## config.mk

```make
export PLATFORM = sky130hd
export DESIGN_NAME = cmbtp_msg_buffer
export DESIGN_NICKNAME = d
export VERILOG_FILES = /design/src/shared/cmbtp_pkg.sv /design/src/design/cmbtp_msg_buffer.sv
export SDC_FILE = /design/constraint.sdc
export NUM_CORES = 1
export LEC_CHECK = 0
export BUFFER_PORTS_ARGS = -buffer_cell sky130_fd_sc_hd__buf_2
export CORE_UTILIZATION = 58
export CTS_CLUSTER_SIZE = 20
export DETAILED_ROUTE_END_ITERATION = 10
export PLACE_DENSITY = 0.85
export REMOVE_ABC_BUFFERS = 1
export SLEW_MARGIN = 10
export SYNTH_ARGS = -nofsm -noshare
export SYNTH_HDL_FRONTEND = slang
export SYNTH_SLANG_ARGS = --single-unit
export TNS_END_PERCENT = 100
```

## constraint.sdc

```tcl
create_clock -name clk_sys -period 10.2 [get_ports clk_sys]
set_input_delay 0.51 -clock clk_sys [delete_from_list [all_inputs] [get_ports clk_sys]]
set_output_delay 0.51 -clock clk_sys [all_outputs]
set_load 0.005 [all_outputs]
```

## src/shared/cmbtp_pkg.sv

```systemverilog
// package for the can message buffer with local transmit prioritisation
package cmbtp_pkg;
    // ==========================================================
    // register map (byte offsets inside the window)
    localparam int ADDR_W = 8;
    localparam logic [7:0] OFF_IDENT_HIGH = 8'h00;
    localparam logic [7:0] OFF_IDENT_LOW = 8'h01;
    localparam logic [7:0] OFF_PAYLOAD0 = 8'h04;
    localparam logic [7:0] OFF_PAYLOAD7 = 8'h0b;
    localparam logic [7:0] OFF_LENGTH = 8'h0c;
    localparam logic [7:0] OFF_LOCAL_LOCAL_PRIORITY = 8'h0d;
    localparam logic [7:0] OFF_TX_FLAG = 8'h10;
    localparam logic [7:0] OFF_TX_SELECT = 8'h11;
    localparam logic [7:0] OFF_STATUS = 8'h12;
    localparam logic [7:0] OFF_RX_WINDOW = 8'h20;
    // ==========================================================
    // field layout
    localparam int RTR_BIT = 4;
    localparam int IDE_BIT = 3;
    localparam int ID_LOW_MSB = 7;
    localparam int ID_LOW_LSB = 5;
    localparam int DLC_MSB = 3;
    localparam logic [3:0] DLC_MAX = 4'h8;
    localparam logic [3:0] BYTE_CNT_MAX = 4'h8;
    localparam logic [7:0] TX_EMPTY_RESET = 8'h07;
    localparam logic [7:0] ZERO_BYTE = 8'h00;
    localparam int STD_ID_W = 11;
    // ==========================================================
    // frame handed to the bit engine
    typedef struct packed {
        logic [10:0] frameIdentifier;
        logic        remoteReq;
        logic        extFormat;
        logic [3:0]  lengthCode;
        logic [3:0]  byteCount;
        logic [63:0] payloadBits;
    } cmbtp_frame_t;
    // register bus request
    typedef struct packed {
        logic [7:0] addr;
        logic [7:0] wdata;
        logic       wr;
        logic       rd;
    } cmbtp_bus_t;
    typedef enum logic [1:0] {
        ST_IDLE = 2'b00,
        ST_SEND = 2'b01,
        ST_WAIT = 2'b10
    } cmbtp_state_t;
endpackage

```

## src/design/cmbtp_msg_buffer.sv

```systemverilog
// message buffers with local transmit prioritisation
`timescale 1ns/10ps
module cmbtp_msg_buffer #(
    parameter int NUM_TX = 3
) (
    input  wire logic                     clk_sys,
    input  wire logic                     reset_n,
    input  wire logic [7:0]               busAddr,
    input  wire logic [7:0]               busWdata,
    input  wire logic                     busWr,
    input  wire logic                     busRd,
    output logic [7:0]                    busRdata,
    // bit engine side
    input  wire logic                     sofReady,
    input  wire logic                     txDone,
    input  wire logic                     rxValid,
    input  wire cmbtp_pkg::cmbtp_frame_t  rxFrame,
    output cmbtp_pkg::cmbtp_frame_t       txFrame,
    output logic                          txStart,
    output logic [1:0]                    txIndex
);
    // ==========================================================
    // storage
    logic [7:0] identHigh_r [NUM_TX+1];
    logic [7:0] identLow_r  [NUM_TX+1];
    logic [7:0] payload_r   [NUM_TX+1][8];
    logic [7:0] lengthCode_r[NUM_TX+1];
    logic [7:0] localPrio_r [NUM_TX];
    logic [NUM_TX-1:0] txEmpty_r;
    logic [NUM_TX-1:0] txSelect_r;
    logic [1:0] activeIdx_r;
    cmbtp_pkg::cmbtp_state_t state_r;
    logic [1:0] selIdx;
    logic       selValid;

    // buffer index chosen by the select register, lowest set bit
    function automatic logic [1:0] firstSet(input logic [NUM_TX-1:0] v);
        firstSet = 2'h0;
        for (int i = NUM_TX - 1; i >= 0; i--) begin
            if (v[i]) begin
                firstSet = 2'(i);
            end
        end
    endfunction

    // byte count from a length code
    function automatic logic [3:0] byteCount(input logic [3:0] dlc, input logic rtr);
        if (rtr) begin
            byteCount = 4'h0;
        end else if (dlc > cmbtp_pkg::DLC_MAX) begin
            byteCount = cmbtp_pkg::BYTE_CNT_MAX;
        end else begin
            byteCount = dlc;
        end
    endfunction

    // ==========================================================
    // payload window decode, shared by write and read paths
    function automatic logic isPayload(input logic [7:0] o);
        isPayload = (o >= cmbtp_pkg::OFF_PAYLOAD0) && (o <= cmbtp_pkg::OFF_PAYLOAD7);
    endfunction

    // payload byte slot from an offset
    function automatic logic [2:0] payloadSlot(input logic [7:0] o);
        logic [7:0] rel;
        rel = o - cmbtp_pkg::OFF_PAYLOAD0;
        payloadSlot = rel[2:0];
    endfunction

    logic [1:0] hostIdx;
    logic       hostOk;
    logic       rxWin;
    logic [1:0] bufIdx;
    logic [7:0] off;
    assign hostIdx = firstSet(txSelect_r);
    assign hostOk = (txSelect_r != '0) && txEmpty_r[hostIdx];
    assign rxWin = busAddr >= cmbtp_pkg::OFF_RX_WINDOW;
    assign bufIdx = rxWin ? 2'(NUM_TX) : hostIdx;
    assign off = rxWin ? busAddr - cmbtp_pkg::OFF_RX_WINDOW : busAddr;

    // ==========================================================
    // local prioritisation
    always_comb begin
        selValid = 1'b0;
        selIdx = 2'h0;
        for (int i = 0; i < NUM_TX; i++) begin
            if (!txEmpty_r[i]) begin
                // strict less keeps the lower index on ties
                if (!selValid || localPrio_r[i] < localPrio_r[selIdx]) begin
                    selValid = 1'b1;
                    selIdx = 2'(i);
                end
            end
        end
    end

    // ==========================================================
    // host writes and receive capture
    always_ff @(posedge clk_sys) begin
        if (!reset_n) begin
            for (int b = 0; b <= NUM_TX; b++) begin
                identHigh_r[b] <= cmbtp_pkg::ZERO_BYTE;
                identLow_r[b] <= cmbtp_pkg::ZERO_BYTE;
                lengthCode_r[b] <= cmbtp_pkg::ZERO_BYTE;
                for (int k = 0; k < 8; k++) begin
                    payload_r[b][k] <= cmbtp_pkg::ZERO_BYTE;
                end
            end
            for (int b = 0; b < NUM_TX; b++) begin
                localPrio_r[b] <= cmbtp_pkg::ZERO_BYTE;
            end
            txSelect_r <= '0;
        end else begin
            if (busWr) begin
                if (busAddr == cmbtp_pkg::OFF_TX_SELECT) begin
                    txSelect_r <= busWdata[NUM_TX-1:0];
                end else if (hostOk && !rxWin) begin
                    if (off == cmbtp_pkg::OFF_IDENT_HIGH) begin
                        identHigh_r[bufIdx] <= busWdata;
                    end else if (off == cmbtp_pkg::OFF_IDENT_LOW) begin
                        identLow_r[bufIdx] <= busWdata;
                    end else if (isPayload(off)) begin
                        payload_r[bufIdx][payloadSlot(off)] <= busWdata;
                    end else if (off == cmbtp_pkg::OFF_LENGTH) begin
                        lengthCode_r[bufIdx] <= {4'h0, busWdata[cmbtp_pkg::DLC_MSB:0]};
                    end else if (off == cmbtp_pkg::OFF_LOCAL_LOCAL_PRIORITY) begin
                        localPrio_r[bufIdx] <= busWdata;
                    end
                end
            end
            // receive buffer keeps the frame as received, payload bytes past the byte count stored as zero
            if (rxValid) begin
                identHigh_r[NUM_TX] <= rxFrame.frameIdentifier[10:3];
                identLow_r[NUM_TX] <= {rxFrame.frameIdentifier[2:0], rxFrame.remoteReq,
                                       rxFrame.extFormat, 3'h0};
                lengthCode_r[NUM_TX] <= {4'h0, rxFrame.lengthCode};
                for (int k = 0; k < 8; k++) begin
                    payload_r[NUM_TX][k] <= (4'(k) < byteCount(rxFrame.lengthCode,
                        rxFrame.remoteReq)) ? rxFrame.payloadBits[8*k +: 8]
                        : cmbtp_pkg::ZERO_BYTE;
                end
            end
        end
    end

    // ==========================================================
    // empty flags: host clears by writing one, completion sets
    always_ff @(posedge clk_sys) begin
        if (!reset_n) begin
            txEmpty_r <= cmbtp_pkg::TX_EMPTY_RESET[NUM_TX-1:0];
        end else begin
            for (int i = 0; i < NUM_TX; i++) begin
                if (txDone && state_r == cmbtp_pkg::ST_WAIT && activeIdx_r == 2'(i)) begin
                    txEmpty_r[i] <= 1'b1;
                end else if (busWr && busAddr == cmbtp_pkg::OFF_TX_FLAG && busWdata[i]) begin
                    txEmpty_r[i] <= 1'b0;
                end
            end
        end
    end

    // ==========================================================
    // transmit sequencing
    always_ff @(posedge clk_sys) begin
        if (!reset_n) begin
            state_r <= cmbtp_pkg::ST_IDLE;
            activeIdx_r <= 2'h0;
            txStart <= 1'b0;
            txIndex <= 2'h0;
            txFrame <= '0;
        end else begin
            txStart <= 1'b0;
            case (state_r)
                cmbtp_pkg::ST_IDLE: begin
                    if (sofReady && selValid) begin
                        state_r <= cmbtp_pkg::ST_WAIT;
                        activeIdx_r <= selIdx;
                        txIndex <= selIdx;
                        txStart <= 1'b1;
                        // id msb first, numeric order gives bus priority
                        txFrame.frameIdentifier <= {identHigh_r[selIdx],
                            identLow_r[selIdx][cmbtp_pkg::ID_LOW_MSB:cmbtp_pkg::ID_LOW_LSB]};
                        txFrame.remoteReq <= identLow_r[selIdx][cmbtp_pkg::RTR_BIT];
                        txFrame.extFormat <= identLow_r[selIdx][cmbtp_pkg::IDE_BIT];
                        txFrame.lengthCode <= lengthCode_r[selIdx][3:0];
                        txFrame.byteCount <= byteCount(lengthCode_r[selIdx][3:0],
                            identLow_r[selIdx][cmbtp_pkg::RTR_BIT]);
                        for (int k = 0; k < 8; k++) begin
                            txFrame.payloadBits[8*k +: 8] <= payload_r[selIdx][k];
                        end
                    end
                end
                cmbtp_pkg::ST_WAIT: begin
                    if (txDone) begin
                        state_r <= cmbtp_pkg::ST_IDLE;
                    end
                end
                default: begin
                    state_r <= cmbtp_pkg::ST_IDLE;
                end
            endcase
        end
    end

    // ==========================================================
    // read path, data one cycle after the strobe
    always_ff @(posedge clk_sys) begin
        if (!reset_n) begin
            busRdata <= cmbtp_pkg::ZERO_BYTE;
        end else begin
            busRdata <= cmbtp_pkg::ZERO_BYTE;
            if (busRd) begin
                if (busAddr == cmbtp_pkg::OFF_TX_FLAG) begin
                    busRdata <= 8'(txEmpty_r);
                end else if (busAddr == cmbtp_pkg::OFF_TX_SELECT) begin
                    busRdata <= 8'(txSelect_r);
                end else if (busAddr == cmbtp_pkg::OFF_STATUS) begin
                    busRdata <= {4'h0, selValid, state_r == cmbtp_pkg::ST_WAIT, activeIdx_r};
                end else if (rxWin || hostOk) begin
                    if (off == cmbtp_pkg::OFF_IDENT_HIGH) begin
                        busRdata <= identHigh_r[bufIdx];
                    end else if (off == cmbtp_pkg::OFF_IDENT_LOW) begin
                        busRdata <= identLow_r[bufIdx];
                    end else if (isPayload(off)) begin
                        busRdata <= payload_r[bufIdx][payloadSlot(off)];
                    end else if (off == cmbtp_pkg::OFF_LENGTH) begin
                        busRdata <= lengthCode_r[bufIdx];
                    end else if (off == cmbtp_pkg::OFF_LOCAL_LOCAL_PRIORITY && !rxWin) begin
                        busRdata <= localPrio_r[hostIdx];
                    end
                end
            end
        end
    end
endmodule // cmbtp_msg_buffer

```

Word-level counts from Yosys, hierarchy flattened

Memory sizes are Yosys's and may differ from the RTL's. A register that Yosys moved wholly into a read port is not among the register bits.
Index checks and enable logic that the tools add are counted.

Add/subtract/negate cells: 2
Multipliers: 0
Divide/modulo/power cells: 0
Order comparisons: 18
Eq/ne operators: 11
Shift operators: 0
Multiplexer cells: 118
Bitwise operators: 15
Reductions and logical operators: 40

Operator list:

| kind                                                               | number |
|---|---|
| two-way mux 8 bit                                                  | 30 |
| two-way mux 64 bit                                                 | 3 |
| OR reduction 64 bit                                                | 1 |
| two-way mux 1 bit                                                  | 56 |
| two-way mux 4 bit                                                  | 10 |
| two-way mux 2 bit                                                  | 13 |
| binary-select mux 8 bit (select 3 bit)                             | 1 |
| demux 8 bit (select 3 bit)                                         | 1 |
| equality test 8 x 5 -> 1 bit (second input constant)               | 3 |
| OR reduction 8 bit                                                 | 3 |
| equality test 8 x 4 -> 1 bit (second input constant)               | 2 |
| < comparator 3 x 4 -> 1 bit (first input constant)                 | 4 |
| < comparator 8 bit                                                 | 2 |
| logical AND 1 bit                                                  | 14 |
| bitwise OR 1 bit                                                   | 11 |
| AND reduction 2 bit                                                | 5 |
| equality test 8 x 1 -> 1 bit (second input constant)               | 1 |
| greater-or-equal comparator 8 x 3 -> 1 bit (second input constant) | 1 |
| greater-or-equal comparator 8 x 6 -> 1 bit (second input constant) | 1 |
| > comparator 4 bit (second input constant)                         | 2 |
| less-or-equal comparator 8 x 4 -> 1 bit (second input constant)    | 1 |
| zero test 8 bit                                                    | 1 |
| < comparator 1 x 4 -> 1 bit (first input constant)                 | 2 |
| < comparator 2 x 4 -> 1 bit (first input constant)                 | 2 |
| 20 further kinds                                                   | 34 |

Bits in registers: 40
Bits in latches: 0
Bits in writable memories: 360
Bits in read-only memories: 0
Output and inout bits: 96
Word-level logic and storage cells: 224
Memories: 5

Memory list:

| memory       | words | width | rd ports | clocked after Yosys merged registers in | write ports | RTL line               | text |
|---|---|---|---|---|---|---|---|
| payload_r    | 4     | 64    | 2        | 1                                       | 4           | cmbtp_msg_buffer.sv:26 | `logic [7:0] payload_r [NUM_TX+1][8];` |
| identHigh_r  | 4     | 8     | 2        | 1                                       | 4           | cmbtp_msg_buffer.sv:24 | `logic [7:0] identHigh_r [NUM_TX+1];` |
| identLow_r   | 4     | 8     | 2        | 0                                       | 4           | cmbtp_msg_buffer.sv:25 | `logic [7:0] identLow_r [NUM_TX+1];` |
| localPrio_r  | 3     | 8     | 5        | 0                                       | 3           | cmbtp_msg_buffer.sv:28 | `logic [7:0] localPrio_r [NUM_TX];` |
| lengthCode_r | 4     | 4     | 2        | 0                                       | 4           | cmbtp_msg_buffer.sv:27 | `logic [7:0] lengthCode_r[NUM_TX+1];` |

Logic depth before layout (Yosys ltp)

Gate-level depths: netlist (run 1).

Depth after elaboration: 15
Depth in mapped cells: 20
Mapped depth without buffers: 15

Worst setup path after synthesis (run 1)

No wires, ideal clock.

Path type: register -> register
Start: memory localPrio_r[1][5]
End: register, netlist name txFrame[16]
Arrival: 4.041 ns
Slack: 6.042 ns
Cell stages (with the launch flop): 19
Path buffers: 4
Path through: edfxtp_1 > ha_1 > a211o_1 > o211ai_1 > a32o_1 > nor2_1 > buf_2 > buf_1 > mux2i_1 > ha_1 > a21o_1 > a21o_1 > a21oi_1 > o21ai_1 > a21o_1 > clkbuf_1 > clkbuf_1 > or3_1 > a32o_1

RTL lines:

| item            | RTL line |
|---|---|
| start, declared | cmbtp_msg_buffer.sv:28 |

==> results of run 1 <==
## how the worst min path moves through the flow
stage                                   to  cells after the start         from  slack, ns
final                     payload_r[3][24]                      2  rxFrame[32]       0.22
after global placement         txFrame[68]                      2  txFrame[68]       0.44
after global routing      payload_r[3][40]                      2  rxFrame[16]       0.22
after floorplan                txFrame[68]                      2  txFrame[68]       0.45
after detailed placement       txFrame[65]                      2  txFrame[65]       0.44
after CTS                 payload_r[3][45]                      2  rxFrame[21]       0.20
## metal layers
metal | track usage, % | part of all wire (%)
met4 | 18.2 | 5.5
met5 | 0 | 0.039
met3 | 6.64 | 12
met2 | 54.4 | 46
met1 | 46.2 | 36
## flip-flops by register name (all words and copies together), names as in the netlist
register,count
txFrame,85
localPrio_r,24
identLow_r,32
identHigh_r,32
txEmpty_r,3
state_r,1
payload_r,256
txStart,1
txSelect_r,3
busRdata,8
lengthCode_r,16
activeIdx_r,2
## power by group through the flow
stage | clock network, W | logic [W] | registers [W]
floorplan | 0 | 0.000135 | 0.00215
global placement | 0 | 0.000255 | 0.00216
detailed placement | 0 | 0.000263 | 0.00216
CTS | 0.00163 | 0.000265 | 0.00212
global route | 0.00170 | 0.000286 | 0.00213
finish | 0.00163 | 0.000274 | 0.00213
## kinds of logic (layout without fill, tap and decap cells)
group / Yosys count / after routing / synth area share (%)
AND/OR/NAND/NOR: 708 / 708 / 17.8
multiplexers: 131 / 131 / 5.88
AO/OA/AOI/OAI: 466 / 466 / 14.9
adder cells (fa/ha/maj): 15 / 15 / 0.825
buffers and inverters: 210 / 345 / 3.90
XOR/XNOR: 2 / 2 / 0.0770
other: 1 / 4 / 0.0165
flip-flops: 463 / 463 / 56.6
## stage by stage
stage	setup WS (ns)	instances	util, %
floorplan	-0.287	1814	-
global placement	4.41	2567	61.9
detailed placement	4.25	2567	61.9
CTS	4.20	2651	65.6
global route	3.81	2651	65.6
finish	4.08	2652	65.6
## cell type report
class                           instances  area (sq um)  area share [%]
Inverter                               26          97.6           0.385
Clock inverter                         15           133           0.523
Tap cell                              518           648            2.56
Clock buffer                           69          1290            5.08
Antenna cell                            1          2.50         0.00987
Sequential cell                       463         12900            50.7
Multi-Input combinational cell       1325          9060            35.7
Timing Repair Buffer                  235          1270            4.99
## cell usage in the layout, fill, tap and decap left out, types with 13 or more instances in the layout
master     synthesis  final
a21oi_1           25     25
a221oi_1          21     21
a222oi_1          19     19
a22oi_1           17     17
a31oi_1           26     26
a32o_1            79     79
and2_1           248    248
and3_1            21     21
buf_2             26    199
buf_4              6     36
clkbuf_1         137     19
clkbuf_16          0     47
dfxtp_1          103    103
edfxtp_1         360    360
ha_1              15     15
inv_1             23     22
mux2_2            22     22
mux2i_1          109    109
nand2_1           91     89
nand2b_1          21     21
nand3_1           13     13
nor2_1            66     62
nor3_1            95     95
nor3_2            20     20
o21ai_0          132    127
o21ai_1           19     23
o221ai_1          19     19
o22ai_1           32     32
or3_1             88     88
==> reports/results.ini, run 1 <==
[setup_path]
ff2ff_setup_slack_ns = 4.08
ff2ff_path_depth = 14
r2r-start = localPrio_r[1][5]
worstSetupStartpointType = flop
path_max_fanout = 107
reg2reg_to = txFrame[52]
cp_slowest_stage_delay_ns = 0.87
slowest_stage = buf_4
crit_family = simple AND/OR/NAND/NOR gates
path_class = flop to flop
worstPathRequired_ns = 10.66
worst-path-buf-inv = 2
worstSetupPathDepth = 14
cp.arrival_ns = 6.58
worstPathCellList = ha_1 > a211o_1 > o211ai_1 > a32o_1 > nor2_4 > buf_4 > mux2i_1 > ha_1 > nand4_1 > nor2_1 > and4b_4 > buf_4 > o21ai_0 > a32o_1
setup.worst_path.start = localPrio_r[1][5]
cp-endpoint = txFrame[52]
endpoint_kind = flop

[clock_network]
cts_made_buffers = 46
cts_sinks = 463
clk_path_buf_depth = 3
cts_setup_buffers = 0
root_buffer = clkbuf_16
path_clk_slew_ns = 0.06
worstSkewPairLatency_ns = 0.57
htreeDepth = 2
cts_tree = yes
ctsHoldBuffers = 0
cts_resized = 0

[floorplan]
core_sq_um = 38600
pin_count = 204
initial_core_util_pct = 58.9
die-width_um = 200
num_rows = 72
die_h_um = 200
dieArea_sq_um = 40000

[synthesis]
ys_ff_latch = 463
synth_edf_count = 360
yosysWarnings = 0
synth_flop_cell = edfxtp_1
yosys.area.top_type = edfxtp_1
syn_area_per_cell_sq_um = 11.4
ys_types = 75
synth.most_common_cell = edfxtp_1
synth_seq_area_share_pct = 56.6
synth_cells = 1996
synth_area_sq_um = 22800
synth_common_cells = edfxtp_1 (360), and2_1 (248), clkbuf_1 (137)
async_flop_share_pct = 0
synth_top_area_share_pct = 47.5
synth_area_leaders = edfxtp_1 (48%), dfxtp_1 (9.1%), and2_1 (6.8%)

[final_layout]
layout.nets = 2220
fin_area_sq_um = 25400
area_delta_synth_final_pct = 11.5
fillCellCount = 2830
drive_above_1_share_pct = 17.3

[routing]
ant_nets = 0
wire_per_inst_um = 26.4
drt_iter0_markers = 2674
drc = 0
drt_wl_total_um = 70000
dr.pass1.iters = 10
via_per_inst = 6.88
vias = 18200

[sta]
setup_viol = 0
min_period_ns = 6.12
slew_headroom_pct = 15.9
finalSetupTns_ns = 0
skew_ns = 0.0203
holdWs_ns = 0.220
max_slew.worst_pin.slew_ns = 1.25
rsz0062_at_grt = false
max_freq_mhz = 163
fin_crit_sh_pct = 60.0
drv_slew = 0
hold_viol_final = 0

[pwr]
power_frac_comb_pct = 6.8
p_per_area_nw_per_um2 = 159
swShare_pct = 23.1
p_int_w = 0.00310
irDropWorstVdd_mv = 0.137
p_leak_nw = 9.79
fin_total_pwr_w = 0.00403
seqPwrFrac_pct = 52.8
clkPwrFrac_pct = 40.4
p_switching_w = 0.000930

[placement]
gp_congestion = 0.955
hpwlAfterDp_um = 44900
portBuffers = 199
placed_cell_area_sq_um = 23900

[grt]
grt_pass1_wl_um = 103000
grtUsageTotal_pct = 34.8
grt_antenna_before_repair = 3
grt.overflow.total = 0
grt_pass1_vias = 17200
grt_max_degree = 108

[status]
status = completed

[min_path]
hp-class = primary input to flop

[run]
maxCapViolCount = 0

(Power assumes the default switching activity.)
==> run 2: changes to the inputs <==
Clock period 10.2 ns to 6.1 ns, I/O delays scaled along.
==> run 2 against run 1 <==
The flow now finishes with violations (design-rule violations); die area unchanged; fmax increased by 31%; register-to-register slack got worse by 2.7 ns; total power increased by 77%; routed wire length increased by 1.8%; cell area increased by 2.8%; setup slack got worse by 2.7 ns; via count increased by 1.1%; cell count increased by 1.9%; worst hold slack got worse by 0.22 ns; first-iteration DRC count increased by 6.9%; critical path depth increased by 1; largest cell class unchanged; largest power group unchanged; highest routed layer unchanged.
==> reports/results.ini, run 2 (synthesis gave the netlist of run 1 again) <==
[status]
status = complete, but fails checks
violations = design-rule violations

[routing]
ant_nets = 0
drc = 2
drt_wl_total_um = 71300
via_per_inst = 6.82
wire_per_inst_um = 26.4
dr.pass1.iters = 11
vias = 18400
drt_iter0_markers = 2858

[sta]
setup_viol = 0
fin_crit_sh_pct = 76.7
min_period_ns = 4.68
max_freq_mhz = 214
max_slew.worst_pin.slew_ns = 1.34
rsz0062_at_grt = false
slew_headroom_pct = 10.4
drv_slew = 0
skew_ns = 0.0202
hold_viol_final = 0

[setup_path]
worstSetupStartpointType = flop
worstPathCellList = ha_1 > a211o_1 > o211ai_1 > a32o_1 > nor2_4 > buf_4 > mux2i_1 > ha_1 > a21o_1 > a21oi_1 > o21ai_1 > a21o_4 > buf_12 > or3_1 > a32o_1
reg2reg_to = txFrame[56]
cp_slowest_stage_delay_ns = 0.51
ff2ff_setup_slack_ns = 1.42
r2r-start = localPrio_r[1][5]
worstSetupPathDepth = 15
crit_family = compound AO/OA/AOI/OAI gates
worstPathRequired_ns = 6.58
path_class = flop to flop
path_max_fanout = 114
ff2ff_path_depth = 15
endpoint_kind = flop
setup.worst_path.start = localPrio_r[1][5]
worst-path-buf-inv = 2
cp-endpoint = txFrame[56]
slowest_stage = a21o_4
cp.arrival_ns = 5.15

[placement]
portBuffers = 199
gp_congestion = 1.02
dp_cells = 2576
hpwlAfterDp_um = 45000
placed_cell_area_sq_um = 24000

[final_layout]
reg_top3 = payload_r x256, txFrame x85
multiInputGateArea_sq_um = 9060
drive_above_1_share_pct = 17.9
layout.nets = 2267
final_cell_count_no_fill = 2703
final_common_cell = edfxtp_1
fin_area_sq_um = 26100
top_register = payload_r
largest_reg_flops = 256
seqCellArea_sq_um = 12900
final_cell_mix = edfxtp_1 (360), and2_1 (248), buf_2 (199), o21ai_0 (126), mux2i_1 (109)
fillCellCount = 2777
area_delta_synth_final_pct = 14.6

[floorplan]
initial_core_util_pct = 58.9
num_rows = 72
pin_count = 204
dieArea_sq_um = 40000
die-width_um = 200
core_sq_um = 38600
die_h_um = 200

[clock_network]
clk_path_buf_depth = 3
cts_resized = 0
root_buffer = clkbuf_16
cts_tree = yes
cts_made_buffers = 47
htreeDepth = 2
worstSkewPairLatency_ns = 0.59
path_clk_slew_ns = 0.06
cts_sinks = 463

[grt]
grt_antenna_before_repair = 1
grt_pass1_wl_um = 105000
grt_pass1_vias = 18000
grt.overflow.total = 0
grt_max_degree = 115
grtUsageTotal_pct = 35.8

[min_path]
hp-class = primary input to flop
worstHoldStart = rxFrame[46]

[pwr]
irDropWorstVdd_mv = 0.265
p_leak_nw = 10.1
p_per_area_nw_per_um2 = 273

[run]
maxCapViolCount = 0

-- run 2: changes by cell type in the layout (fill, tap and decap cells not counted), sizes merged --
cell         delta
clkbuf          -6
clkinv          +6
clkinvlp        -3
bufinv          +5
buf             +9
dlygate4sd3    +37
diode           +1
inv             +2
-- run 2: area by class of cell --
cell class	count	area share (%)
antenna	2	0.0192
clock buffer	63	5.09
clock inverter	25	1.26
inverter	26	0.374
multi-input combinational	1325	34.7
sequential	463	49.4
tap	518	2.49
timing repair buffer	281	6.68
-- run 2: worst register-to-register path, stage by stage, from the launching register on --
cell and delay (ns):
edfxtp_1 0.43, ha_1 0.33, a211o_1 0.12, o211ai_1 0.10, a32o_1 0.36, nor2_4 0.14, buf_4 0.41, mux2i_1 0.27
ha_1 0.28, a21o_1 0.16, a21oi_1 0.17, o21ai_1 0.13, a21o_4 0.51, buf_12 0.50, or3_1 0.41, a32o_1 0.26
-- run 2: through the flow --
step	total power, W	utilization (%)	hold WS (ns)	setup WS (ns)	setup TNS (ns)
after CTS	0.00708	67.5	0.000109	1.56	0
after global routing	0.00725	67.5	0.0105	1.27	0
after detailed placement	0.00406	62.2	0.447	1.58	0
final	0.00712	67.5	0.00452	1.42	0
after global placement	0.00404	62.2	0.444	1.68	0
after floorplan	0.00382	-	0.396	-4.39	-374.48
-- run 2: power breakdown --
group          internal, W  leakage [nW]  switching, W
registers          0.00350          4.59     0.0000571
logic             0.000154          4.72      0.000327
clock network      0.00183         0.814       0.00125
-- run 2: repair_timing --
action,in CTS,in global routing
setup buffers,0,0
hold buffers,37,0
endpoints found under the hold margin,37,0
-- run 2: worst min path at each step --
stage | to | cells after the start
after floorplan | txEmpty_r[0] | 1
after global placement | txFrame[70] | 2
after detailed placement | txFrame[69] | 2
after CTS | payload_r[3][52] | 2
after global routing | payload_r[3][32] | 2
final | payload_r[3][22] | 2
-- run 2: routing by layer --
metal | GRT usage [%] | wire length, um | vias to the layer above
met4 | 21.3 | 4520 | 2
met2 | 56.3 | 32800 | 1362
met3 | 7.26 | 8590 | 299
met5 | 1.11 | 54 | -
met1 | 45.9 | 25300 | 8838
li1 | - | - | 7925
